==> src/logic/clamp_sample_pkg.sv <==
// What this block does
// - Clamp enable clear keeps clamp switch open.
// - Normal mode, source 0: clamp follows reset pin.
// - Normal mode, source 1: clamp needs both pins.
// - Compat mode without auto-cycle: clamp is generated strobe AND reset pin.
// - Compat auto-cycle: source select gates generated strobe.
// - Normal mode: video sample on video pin fall.
// - Normal mode double sampling: reset sample on reset pin fall.
// - No double sampling: reference sampled with video.
// - Compat: video sample first edge after pin low.
// - Compat double sampling: reset sample position field.
// - Each channel has own offset and gain codes.
// - Line mode: cycle or select coefficient set.
// - Black level 10 gives zero code ffff.
// - Black level 11 gives zero code 0000.
// - Black level 00 or 01 gives 7fff.
// - Converter word passes optional inversion stage.
// - Reference from DAC code or external pin.
// - Invert bit outputs ffff minus word.
// - Colour select 00 red, 01 green, 10 blue.
// - Auto-cycle reset write returns cycle to red; a reset pulse in the same cycle steps it on to green.
`default_nettype none
package clamp_sample_pkg;
  localparam logic [7:0] ADDR_CTRL = 8'h00;
  localparam logic [7:0] ADDR_DAC = 8'h04;
  localparam logic [7:0] ADDR_STATUS = 8'h08;
  localparam logic [5:0] AUTO_CYCLE_ENABLE_RESET_INDEX = 6'h05;
  localparam logic [7:0] ADDR_AUTO_CYCLE_ENABLE_RESET = {AUTO_CYCLE_ENABLE_RESET_INDEX, 2'b00};
  localparam logic [7:0] ADDR_COEF_RED = 8'h20;
  localparam logic [7:0] ADDR_COEF_GREEN = 8'h24;
  localparam logic [7:0] ADDR_COEF_BLUE = 8'h28;
  localparam int OFFSET_LSB = 0;
  localparam int GAIN_LSB = 16;
  localparam logic [13:0] CTRL_RESET = 14'h0021;
  localparam logic [7:0] OFFSET_RESET = 8'h80;
  localparam logic [8:0] GAIN_RESET = 9'h000;
  localparam logic [3:0] DAC_RESET = 4'h0;
  localparam logic [2:0] PHASE_IDLE = 3'h7;
  localparam logic [15:0] CODE_FULL = 16'hffff;
  localparam logic [15:0] CODE_ZERO = 16'h0000;
  localparam logic [15:0] CODE_MID = 16'h7fff;
  localparam logic [1:0] RESP_OKAY = 2'b00;
  localparam logic [1:0] RESP_SLVERR = 2'b10;

  typedef enum logic [1:0] {COL_RED, COL_GREEN, COL_BLUE} colour_e;

  typedef struct packed {
    logic [1:0] colour_coef_select;
    logic [1:0] reset_sample_position;
    logic [1:0] black_level_select;
    logic output_invert_bit;
    logic external_clamp_ref_bit;
    logic double_sampling_enable;
    logic auto_cycle_enable;
    logic single_input_colour_mode;
    logic clamp_source_select;
    logic compat_timing_mode;
    logic clamp_enable_bit;
  } ctrl_s;

  typedef struct packed {
    logic [8:0] gain_code;
    logic [7:0] offset_code;
  } coef_s;

  typedef struct packed {
    logic video_sample_point;
    logic reset_sample_point;
    logic ref_sample;
    logic rs_gen;
    logic reset_rise;
  } strobe_s;
endpackage
`default_nettype wire

==> src/logic/sample_timing.sv <==
`default_nettype none
module sample_timing
  import clamp_sample_pkg::*;
(
  input wire logic aclk,
  input wire logic aresetn,
  input wire logic video_sample_pin,
  input wire logic reset_sample_pin,
  input wire logic compat_timing_mode,
  input wire logic double_sampling_enable,
  input wire logic [1:0] reset_sample_position,
  output strobe_s strobes
);
  logic video_prev;
  logic reset_prev;
  logic [2:0] phase;
  logic video_fall;
  logic reset_fall;

  assign video_fall = video_prev & ~video_sample_pin;
  assign reset_fall = reset_prev & ~reset_sample_pin;

  always_ff @(posedge aclk) begin
    if (!aresetn) begin
      video_prev <= 1'b0;
      reset_prev <= 1'b0;
    end else begin
      video_prev <= video_sample_pin;
      reset_prev <= reset_sample_pin;
    end
  end

  // Counts master clock cycles since the last compatibility video sample, holding at PHASE_IDLE (7).
  always_ff @(posedge aclk) begin
    if (!aresetn) begin
      phase <= PHASE_IDLE;
    end else if (compat_timing_mode && video_fall) begin
      phase <= 3'h0;
    end else if (phase != PHASE_IDLE) begin
      phase <= phase + 3'h1;
    end
  end

  always_ff @(posedge aclk) begin
    if (!aresetn) begin
      strobes <= '0;
    end else begin
      // Both modes sample video on the edge that first sees the pin low.
      strobes.video_sample_point <= video_fall;
      strobes.reset_sample_point <= double_sampling_enable &&
        (compat_timing_mode ? (phase == {1'b0, reset_sample_position})
                            : reset_fall);
      strobes.ref_sample <= video_fall && !double_sampling_enable;
      strobes.rs_gen <= compat_timing_mode && double_sampling_enable &&
        (phase == {1'b0, reset_sample_position});
      strobes.reset_rise <= reset_sample_pin & ~reset_prev;
    end
  end
endmodule
`default_nettype wire

==> src/logic/clamp_sample_control.sv <==
`default_nettype none
module clamp_sample_control
  import clamp_sample_pkg::*;
(
  input wire logic aclk,
  input wire logic aresetn,
  input wire logic [7:0] s_axi_awaddr,
  input wire logic [2:0] s_axi_awprot,
  input wire logic s_axi_awvalid,
  output logic s_axi_awready,
  input wire logic [31:0] s_axi_wdata,
  input wire logic [3:0] s_axi_wstrb,
  input wire logic s_axi_wvalid,
  output logic s_axi_wready,
  output logic [1:0] s_axi_bresp,
  output logic s_axi_bvalid,
  input wire logic s_axi_bready,
  input wire logic [7:0] s_axi_araddr,
  input wire logic [2:0] s_axi_arprot,
  input wire logic s_axi_arvalid,
  output logic s_axi_arready,
  output logic [31:0] s_axi_rdata,
  output logic [1:0] s_axi_rresp,
  output logic s_axi_rvalid,
  input wire logic s_axi_rready,
  input wire logic video_sample_pin,
  input wire logic reset_sample_pin,
  input wire logic [15:0] adc_word,
  input wire logic adc_valid,
  output logic reset_level_clamp,
  output strobe_s strobes,
  output logic ref_from_external,
  output logic [3:0] clamp_dac_code,
  output coef_s red_coef,
  output coef_s green_coef,
  output coef_s blue_coef,
  output logic [15:0] zero_level_code,
  output logic [15:0] data_out,
  output logic data_valid
);
  ctrl_s ctrl;
  coef_s coef [0:2];
  colour_e cycle;
  logic [7:0] aw_addr;
  logic aw_held;
  logic [31:0] w_data;
  logic [3:0] w_strb;
  logic w_held;
  logic do_write;
  logic wr_mapped;
  logic auto_cycle_enable_reset_wr;
  logic [31:0] rd_value;
  logic rd_mapped;
  logic line_cycling;

  // ==========================================================
  // Helpers
  // ==========================================================
  // Merges new write data into an old word under byte enables.
  function automatic logic [31:0] merge(input logic [31:0] old,
                                        input logic [31:0] data,
                                        input logic [3:0] strb);
    logic [31:0] res;
    res = old;
    for (int i = 0; i < 4; i++) begin
      if (strb[i]) begin
        res[8*i +: 8] = data[8*i +: 8];
      end
    end
    return res;
  endfunction

  function automatic logic [31:0] coef_word(input coef_s c);
    logic [31:0] w;
    w = '0;
    w[OFFSET_LSB +: 8] = c.offset_code;
    w[GAIN_LSB +: 9] = c.gain_code;
    return w;
  endfunction

  function automatic coef_s word_coef(input logic [31:0] w);
    coef_s c;
    c.offset_code = w[OFFSET_LSB +: 8];
    c.gain_code = w[GAIN_LSB +: 9];
    return c;
  endfunction

  function automatic logic is_coef(input logic [7:0] a);
    return a == ADDR_COEF_RED || a == ADDR_COEF_GREEN ||
           a == ADDR_COEF_BLUE;
  endfunction

  // ==========================================================
  // Register bus
  // ==========================================================
  assign do_write = aw_held && w_held && !s_axi_bvalid;
  assign wr_mapped = aw_addr == ADDR_CTRL || aw_addr == ADDR_DAC ||
                     aw_addr == ADDR_AUTO_CYCLE_ENABLE_RESET || is_coef(aw_addr);
  assign auto_cycle_enable_reset_wr = do_write && aw_addr == ADDR_AUTO_CYCLE_ENABLE_RESET;

  always_ff @(posedge aclk) begin
    if (!aresetn) begin
      aw_held <= 1'b0;
      aw_addr <= 8'h00;
      s_axi_awready <= 1'b0;
    end else begin
      s_axi_awready <= !aw_held && !s_axi_awready && s_axi_awvalid;
      if (s_axi_awvalid && s_axi_awready) begin
        aw_held <= 1'b1;
        aw_addr <= {s_axi_awaddr[7:2], 2'b00};
      end else if (do_write) begin
        aw_held <= 1'b0;
      end
    end
  end

  always_ff @(posedge aclk) begin
    if (!aresetn) begin
      w_held <= 1'b0;
      w_data <= 32'h0;
      w_strb <= 4'h0;
      s_axi_wready <= 1'b0;
    end else begin
      s_axi_wready <= !w_held && !s_axi_wready && s_axi_wvalid;
      if (s_axi_wvalid && s_axi_wready) begin
        w_held <= 1'b1;
        w_data <= s_axi_wdata;
        w_strb <= s_axi_wstrb;
      end else if (do_write) begin
        w_held <= 1'b0;
      end
    end
  end

  always_ff @(posedge aclk) begin
    if (!aresetn) begin
      s_axi_bvalid <= 1'b0;
      s_axi_bresp <= RESP_OKAY;
    end else if (do_write) begin
      s_axi_bvalid <= 1'b1;
      s_axi_bresp <= wr_mapped ? RESP_OKAY : RESP_SLVERR;
    end else if (s_axi_bready) begin
      s_axi_bvalid <= 1'b0;
    end
  end

  always_ff @(posedge aclk) begin
    if (!aresetn) begin
      ctrl <= CTRL_RESET;
      clamp_dac_code <= DAC_RESET;
    end else if (do_write && aw_addr == ADDR_CTRL) begin
      ctrl <= 14'(merge({18'h0, ctrl}, w_data, w_strb));
    end else if (do_write && aw_addr == ADDR_DAC) begin
      clamp_dac_code <= w_strb[0] ? w_data[3:0] : clamp_dac_code;
    end
  end

  // Every channel keeps its own offset and gain pair.
  always_ff @(posedge aclk) begin
    if (!aresetn) begin
      for (int i = 0; i < 3; i++) begin
        coef[i] <= {GAIN_RESET, OFFSET_RESET};
      end
    end else if (do_write && is_coef(aw_addr)) begin
      coef[aw_addr[3:2]] <= word_coef(merge(coef_word(coef[aw_addr[3:2]]),
                                            w_data, w_strb));
    end
  end

  always_comb begin
    rd_value = 32'h0;
    rd_mapped = 1'b1;
    case (s_axi_araddr[7:2])
      ADDR_CTRL[7:2]: rd_value = {18'h0, ctrl};
      ADDR_DAC[7:2]: rd_value = {28'h0, clamp_dac_code};
      ADDR_STATUS[7:2]: rd_value = {28'h0, cycle, reset_level_clamp,
                                    data_valid};
      ADDR_COEF_RED[7:2]: rd_value = coef_word(coef[0]);
      ADDR_COEF_GREEN[7:2]: rd_value = coef_word(coef[1]);
      ADDR_COEF_BLUE[7:2]: rd_value = coef_word(coef[2]);
      ADDR_AUTO_CYCLE_ENABLE_RESET[7:2]: rd_value = 32'h0;
      default: rd_mapped = 1'b0;
    endcase
  end

  always_ff @(posedge aclk) begin
    if (!aresetn) begin
      s_axi_arready <= 1'b0;
      s_axi_rvalid <= 1'b0;
      s_axi_rdata <= 32'h0;
      s_axi_rresp <= RESP_OKAY;
    end else begin
      s_axi_arready <= !s_axi_rvalid && !s_axi_arready && s_axi_arvalid;
      if (s_axi_arvalid && s_axi_arready) begin
        s_axi_rvalid <= 1'b1;
        s_axi_rdata <= rd_value;
        s_axi_rresp <= rd_mapped ? RESP_OKAY : RESP_SLVERR;
      end else if (s_axi_rready) begin
        s_axi_rvalid <= 1'b0;
      end
    end
  end

  // ==========================================================
  // Sampling strobes and clamp switch
  // ==========================================================
  sample_timing timing (
    .aclk(aclk),
    .aresetn(aresetn),
    .video_sample_pin(video_sample_pin),
    .reset_sample_pin(reset_sample_pin),
    .compat_timing_mode(ctrl.compat_timing_mode),
    .double_sampling_enable(ctrl.double_sampling_enable),
    .reset_sample_position(ctrl.reset_sample_position),
    .strobes(strobes)
  );

  assign line_cycling = ctrl.single_input_colour_mode &&
                        ctrl.auto_cycle_enable;

  always_ff @(posedge aclk) begin
    if (!aresetn) begin
      reset_level_clamp <= 1'b0;
    end else if (!ctrl.clamp_enable_bit) begin
      reset_level_clamp <= 1'b0;
    end else if (ctrl.compat_timing_mode && line_cycling) begin
      // The reset pin only steps the colours here.
      reset_level_clamp <= ctrl.clamp_source_select &&
                           strobes.rs_gen;
    end else if (ctrl.compat_timing_mode) begin
      reset_level_clamp <= strobes.rs_gen && reset_sample_pin;
    end else if (!ctrl.clamp_source_select) begin
      reset_level_clamp <= reset_sample_pin;
    end else begin
      reset_level_clamp <= reset_sample_pin &&
                           video_sample_pin;
    end
  end

  always_ff @(posedge aclk) begin
    if (!aresetn) begin
      ref_from_external <= 1'b0;
    end else begin
      ref_from_external <= ctrl.external_clamp_ref_bit;
    end
  end

  // ==========================================================
  // Colour coefficient selection
  // ==========================================================
  always_ff @(posedge aclk) begin
    if (!aresetn) begin
      cycle <= COL_RED;
    end else if (line_cycling && strobes.reset_rise) begin
      // A pulse in the same cycle as a reset write steps from red.
      case (auto_cycle_enable_reset_wr ? COL_RED : cycle)
        COL_RED: cycle <= COL_GREEN;
        COL_GREEN: cycle <= COL_BLUE;
        default: cycle <= COL_RED;
      endcase
    end else if (auto_cycle_enable_reset_wr) begin
      cycle <= COL_RED;
    end
  end

  always_ff @(posedge aclk) begin
    if (!aresetn) begin
      red_coef <= {GAIN_RESET, OFFSET_RESET};
      green_coef <= {GAIN_RESET, OFFSET_RESET};
      blue_coef <= {GAIN_RESET, OFFSET_RESET};
    end else begin
      green_coef <= coef[1];
      blue_coef <= coef[2];
      if (!ctrl.single_input_colour_mode) begin
        red_coef <= coef[0];
      end else if (ctrl.auto_cycle_enable) begin
        red_coef <= coef[cycle];
      end else begin
        case (ctrl.colour_coef_select)
          2'b01: red_coef <= coef[1];
          2'b10: red_coef <= coef[2];
          default: red_coef <= coef[0];
        endcase
      end
    end
  end

  // ==========================================================
  // Output word path
  // ==========================================================
  always_ff @(posedge aclk) begin
    if (!aresetn) begin
      zero_level_code <= CODE_MID;
    end else begin
      case (ctrl.black_level_select)
        2'b10: zero_level_code <= CODE_FULL;
        2'b11: zero_level_code <= CODE_ZERO;
        default: zero_level_code <= CODE_MID;
      endcase
    end
  end

  always_ff @(posedge aclk) begin
    if (!aresetn) begin
      data_out <= 16'h0000;
      data_valid <= 1'b0;
    end else begin
      data_valid <= adc_valid;
      if (adc_valid) begin
        data_out <= ctrl.output_invert_bit ? CODE_FULL - adc_word
                                           : adc_word;
      end
    end
  end

  // ==========================================================
  // Checks
  // ==========================================================
  a_clamp_disabled: assert property (@(posedge aclk)
    disable iff (!aresetn) !$past(ctrl.clamp_enable_bit) |->
    !reset_level_clamp) else $error("clamp closed while disabled");
  a_clamp_direct: assert property (@(posedge aclk)
    disable iff (!aresetn) $past(ctrl.clamp_enable_bit &&
    !ctrl.compat_timing_mode && !ctrl.clamp_source_select)
    |-> reset_level_clamp == $past(reset_sample_pin))
    else $error("clamp does not follow reset pin");
  a_clamp_both_pins: assert property (@(posedge aclk)
    disable iff (!aresetn) $past(ctrl.clamp_enable_bit &&
    !ctrl.compat_timing_mode && ctrl.clamp_source_select)
    |-> reset_level_clamp == $past(reset_sample_pin && video_sample_pin))
    else $error("clamp not gated by both pins");
  a_clamp_compat: assert property (@(posedge aclk)
    disable iff (!aresetn) reset_level_clamp &&
    $past(ctrl.compat_timing_mode) |-> $past(strobes.rs_gen))
    else $error("compat clamp without generated strobe");
  a_clamp_cycling: assert property (@(posedge aclk)
    disable iff (!aresetn) $past(ctrl.compat_timing_mode && line_cycling &&
    !ctrl.clamp_source_select) |-> !reset_level_clamp)
    else $error("auto-cycle clamp not disabled");
  a_video_fall: assert property (@(posedge aclk)
    disable iff (!aresetn) $fell(video_sample_pin) |=>
    strobes.video_sample_point) else $error("video sample missed");
  a_ref_sample: assert property (@(posedge aclk)
    disable iff (!aresetn) strobes.ref_sample ==
    (strobes.video_sample_point && !$past(ctrl.double_sampling_enable)))
    else $error("reference sample wrong");
  a_zero_code: assert property (@(posedge aclk)
    disable iff (!aresetn) $past(ctrl.black_level_select) == 2'b11
    |-> zero_level_code == CODE_ZERO)
    else $error("black level zero code wrong");
  a_invert_word: assert property (@(posedge aclk)
    disable iff (!aresetn) $past(adc_valid && ctrl.output_invert_bit)
    |-> data_out == CODE_FULL - $past(adc_word))
    else $error("inverted word wrong");
  a_cycle_reset: assert property (@(posedge aclk)
    disable iff (!aresetn) auto_cycle_enable_reset_wr && !strobes.reset_rise |=>
    cycle == COL_RED) else $error("auto-cycle reset ignored");
endmodule
`default_nettype wire

==> config.mk <==
export PLATFORM = sky130hd
export DESIGN_NAME = clamp_sample_control
export DESIGN_NICKNAME = d
export VERILOG_FILES = /design/src/logic/clamp_sample_pkg.sv /design/src/logic/sample_timing.sv /design/src/logic/clamp_sample_control.sv
export SDC_FILE = /design/constraint.sdc
export NUM_CORES = 1
export LEC_CHECK = 0
export ABC_AREA = 1
export ABC_CLOCK_PERIOD_IN_PS = 2200
export BUFFER_PORTS_ARGS = -buffer_cell sky130_fd_sc_hd__buf_2
export CELL_PAD_IN_SITES_DETAIL_PLACEMENT = 1
export CELL_PAD_IN_SITES_GLOBAL_PLACEMENT = 2
export CORE_AREA = 2 2 149 224
export CTS_CLUSTER_SIZE = 8
export DETAILED_ROUTE_END_ITERATION = 12
export DIE_AREA = 0 0 151 226
export GPL_TIMING_DRIVEN = 0
export MAX_ROUTING_LAYER = met4
export PLACE_DENSITY_LB_ADDON = 0.1
export SETUP_SLACK_MARGIN = 0.02
export SLEW_MARGIN = 20
export SYNTH_ARGS = -nofsm -noshare
export SYNTH_HDL_FRONTEND = slang
export SYNTH_SLANG_ARGS = --single-unit
==> constraint.sdc <==
create_clock -name aclk -period 2.2 [get_ports aclk]
set_input_delay 0.11 -clock aclk [delete_from_list [all_inputs] [get_ports aclk]]
set_output_delay 0.11 -clock aclk [all_outputs]
set_load 0.1 [all_outputs]
* After elaboration in Yosys (flattened, before gate mapping)
Memories as Yosys holds them, arrays and structs flattened. A register that Yosys moved wholly into a read port is not among the register bits.
Index checks and enable logic that the tools add are counted.
** Operators by class
- Add/subtract/negate cells :: 2
- Equality and inequality tests :: 21
- Mux-type cells :: 42
- Bitwise logic cells :: 7
- Reductions and logical operators :: 56
** Operators by type and width (number)
- $pmux 25 s6 :: 1
- $mux 17 :: 3
- $mux 8 :: 6
- $eq 6x4->1 const B :: 6
- $pmux 17 s2 :: 1
- $pmux 16 s2 :: 1
- $logic_and 1x1->1 :: 26
- $mux 1 :: 19
- $reduce_or 17->1 :: 1
- $mux 16 :: 1
- $sub 16x16->16 const A :: 1
- $eq 6x1->1 const B :: 2
- $eq 6x3->1 const B :: 2
- $mux 2 :: 6
- $ne 3x3->1 const B :: 4
- $reduce_and 2->1 :: 6
- $reduce_bool 2->1 :: 5
- $mux 3 :: 3
- $logic_not 1->1 :: 8
- $logic_not 8->1 :: 1
- $reduce_or 7->1 :: 1
- $eq 2x2->1 const B :: 3
- $eq 6x2->1 const B :: 1
- $logic_not 6->1 :: 1
- 9 further kinds :: 19
** Storage, ports and cells
- Bits in registers :: 194
- Bits in writable memories :: 51
- Bits of input ports :: 84
- Output and inout port bits :: 136
- Logic and storage cells :: 174
- Memories :: 1
** Memory list
- coef :: depth 3, bits a word 17, rd ports 4, clocked after memory_dff 1, write ports 3, line clamp_sample_control.sv:42 : coef_s coef [0:2];

* Logic depth before layout (Yosys ltp)
- Depth in word-level cells :: 10
- Depth in mapped cells :: 9

* Modules after synthesis
Synthesis repeated with hierarchy kept, for this count alone.
** Unflattened totals
- Cells, all modules :: 1207
- Area, all modules :: 9887.0 um^2
** Modules (own cells, without submodules)
- clamp_sample_control :: instances 1, cells an instance 1159, area an instance 9499.1 um^2, seq. area each 5185.0 um^2
- sample_timing :: instances 1, cells an instance 48, area an instance 387.9 um^2, seq. area each 200.2 um^2

* Least setup slack after synthesis
OpenSTA, ideal clock, no wires.
- Path type :: flip-flop to flip-flop
- Start :: reg s_axi_bvalid
- End :: mem coef[2][10] (netlist name) (enable)
- Data arrival time :: 1880 ps
- Data required time :: 1898 ps
- Setup slack :: 18 ps
- Cell stages (with the launch flop) :: 9
- Clock period less this slack :: 2182 ps
- Path through :: dfxtp_1 > inv_1 > nand3_4 > nor2_2 > inv_1 > or2_4 > nor2_4 > nand2_2 > nand2_1
** RTL lines
- from (decl) :: line clamp_sample_control.sv:16 : output logic s_axi_bvalid,
- from (signal assigned) :: line clamp_sample_control.sv:137 : s_axi_bvalid <= 1'b0;
- from (signal assigned) :: line clamp_sample_control.sv:140 : s_axi_bvalid <= 1'b1;
- from (signal assigned) :: line clamp_sample_control.sv:143 : s_axi_bvalid <= 1'b0;
- to (decl) :: line clamp_sample_control.sv:42

==> flow_summary.toml <==
[worst_setup_path]
critPathTopFamily = "simple AND/OR/NAND/NOR gates"
crit_path_top_delay_cell = "or2_4"
crit_type = "flop to flop"
path_max_fanout = 9
max_stage_delay_ns = 0.34
arrival_ns = 2.23
required_ns = 2.39
end_kind = "flop"
timing.critical_path.mode_cell = "nand2_2"
critPathBufInv = 0
worstSetupStartpointType = "flop"
crit_chain = "nor2_1 -> nand4_1 -> or2_4 -> nor2_4 -> nand2_2 -> nand2_2"

[drt]
wl_mm = 38.10
ant_nets = 0
drcViolationCount = 0
routed-via-count = 9126
vias_per_cell = 4.699
drtIter0Drc = 384
wl_per_cell_um = 19.62
dr.pass1.iters = 4

[yosys]
synth_area_leaders = "dfxtp_1 34%, edfxtp_1 21%, nand2_1 9.2%"
synthArstFlopShare_pct = 0
yosys_warnings = 0
synth_enable_flop_cells = 68
synth-seq-area-share_pct = 54.78
ys.flop_type = "dfxtp_1"
yosys.area.top_type_share_pct = 34.01
ys_top_cells_by_count = "240 x nand2_1, 167 x dfxtp_1, 145 x inv_1"
synth.distinct_cells = 39
synth_area_um2 = 9831
yosys.area.top_type = "dfxtp_1"
netlist_instances = 1195
yosysMostFrequentCell = "nand2_1"
postSynthAreaPerCell_um2 = 8.227
ys_ff_latch = 235

[power_and_ir_drop]
internal_power_mw = 8.025
clkPwrFrac_pct = 44.9
p_leak_nw = 5.939
p_switching_mw = 3.052
switching_share_pct = 27.55
power_mw = 11.08
p_per_area_nw_per_um2 = 850.8
power.share.sequential_pct = 42.9
pwr-share-comb_pct = 12.2
vdd_drop_max_uv = 496.7

[timing]
maxSlewViolCount = 0
hold_violations = 0
slew-limit-headroom_pct = 41.50
timing.final.ws_setup_ns = 0.1595
finalCriticalPeriod_ns = 2.041
worstMarginPinSlew_ns = 0.8775
fmax_ghz = 0.4901
rsz0062_at_grt = "no"
setup_viol = 0
clock_skew_ns = 0.02204
finalCritPeriodShare_pct = 92.75
tns_ns = 0

[hold_path]
hold_path_class = "primary input to flop"

[placed_design]
dp_hpwl_mm = 28.63
globalplace.congestion = 0.8688
place_area_um2 = 11390
pre_cts_ws_ns = -0.08810
port_buffers = 188

[layout]
final_nets = 1595
drive_gt1_share_pct = 19.20
area_growth_syn_to_layout_pct = 32.43
seq_area_um2 = 5386
final_area_um2 = 13020
post-route-util_pct = 40.40
nFillCells = 3909
multi_input_area_um2 = 3595

[floorplan]
die_h_um = 226
core-area_um2 = 32230
dieArea_um2 = 34130
fp-row-count = 81
io_pins = 220
die_x_um = 151
start_util_pct = 30.50

[clock_tree]
htree_levels = 2
clk_latency_ns = 0.52
clkTransAtPathRegs_ns = 0.05
cts_sinks = 235
clockBufferDepth = 3
cts_tree = "yes"
clock-root-buffer = "clkbuf_16"
cts_buffers = 35
postCtsSetupRepairBufs = 0

[run_status]
status = "completed"

[global_routing]
overflow = 0
antenna_found_initial = 0
grt_max_degree = 16
grt_pass1_vias = 9545
grt_usage_pct = 23.37
grt_pass1_wl_mm = 56.52

[job]
cap_violations = 0
## state kept, by name (all words and copies together), names as in the netlist, 2 cells and up
signal and cells:
aw_addr 6, blue_coef 17, clamp_dac_code 4, coef 68
ctrl 14, cycle 2, data_out 16, green_coef 17
red_coef 17, s_axi_rdata 23, timing.phase 3, timing.strobes 5
w_data 23, w_strb 4, zero_level_code 2
## metrics by stage
step / hold WS [ns] / instances
after floorplan: 0.1880 / 1222
after global placement: 0.2834 / 1825
after detailed placement: 0.2956 / 1825
after CTS: 0.01560 / 1941
after global routing: 0.07417 / 1941
final: 0.01468 / 1942
## final cells by class
cell class              instances  area share (%)
diodes                          1         0.01922
plain buffers                  77           3.095
clock buffers                  55           7.631
clock inverters                 1         0.05766
inverters                     152           4.383
multi-input cells             758           27.61
flip-flops and latches        235           41.37
well taps                     415           3.988
repair buffers                248           11.84
## per-layer routing
layer / global-route usage [%] / vias to the layer above / wire (µm)
met5: - / - / 0
met1: 23.12 / 4345 / 13750
met2: 43.87 / 246 / 20850
li1: - / 4449 / -
met4: 11.73 / 0 / 2007
met3: 3.313 / 86 / 1500
## cells in the final DEF, fill, tap and decap left out, types with 2 or more instances in the layout
cell	n
ha_1	4
nor2_2	5
nand2_1	237
buf_4	27
o211ai_1	5
a31oi_1	16
nor2_4	4
a21oi_2	2
clkinv_1	4
dlygate4sd3_1	60
o21ai_0	114
inv_1	145
xor2_1	16
a211oi_1	5
nand3_1	37
o22ai_1	17
nand2_2	6
clkbuf_16	37
conb_1	28
nand2_4	5
nor3_1	7
inv_2	3
nand4_1	7
buf_1	7
nor2_1	130
clkbuf_1	51
buf_2	197
a21oi_1	102
dfxtp_1	166
edfxtp_1	68
## path summary, 6_finish.rpt
kind | from | cells past startpoint | slack (ns) | to
worst min register to register | ctrl[9] | 1 | 0.42 | zero_level_code[14]
worst max-delay path | aw_addr[7] | 6 | 0.16 | coef[0][12]
worst min-delay path | aresetn | 5 | 0.01 | s_axi_bvalid
worst max register to register | aw_addr[7] | 6 | 0.16 | coef[0][12]
## repair_timing
action | 4_1_cts | 5_1_grt
setup endpoints to repair | 24 | 24
hold buffers | 60 | 0
gates cloned | 0 | 0
pin swaps | 0 | 0
resized for setup | 3 | 5
endpoints found under the hold margin | 62 | 0
## cell families after synthesis
family	Yosys count	share of synthesized area [%]
and+or+nand+nor	444	18.94
AOI/OAI and AO/OA	266	14.42
DFF	235	54.78
buffers and inverters	229	9.889
xor gates and xnor gates	16	1.425
adders and majority gates	4	0.5091
other	1	0.03815
## worst min-delay path, cell delays in order
cell     delay, ns
buf_2         0.10
inv_1         0.06
nor2_2        0.09
inv_1         0.06
o31ai_1       0.06
## power by group through the flow
| stage | sequential [mW] | clock [mW] | combinational [mW] |
|---|---|---|---|
| floorplan | 5.26 | 0 | 0.488 |
| global placement | 4.83 | 0 | 1.26 |
| detailed placement | 4.84 | 0 | 1.28 |
| CTS | 4.75 | 5.12 | 1.36 |
| global route | 4.77 | 5.28 | 1.46 |
| finish | 4.75 | 4.97 | 1.35 |
Power figures use the tool's default switching activity.
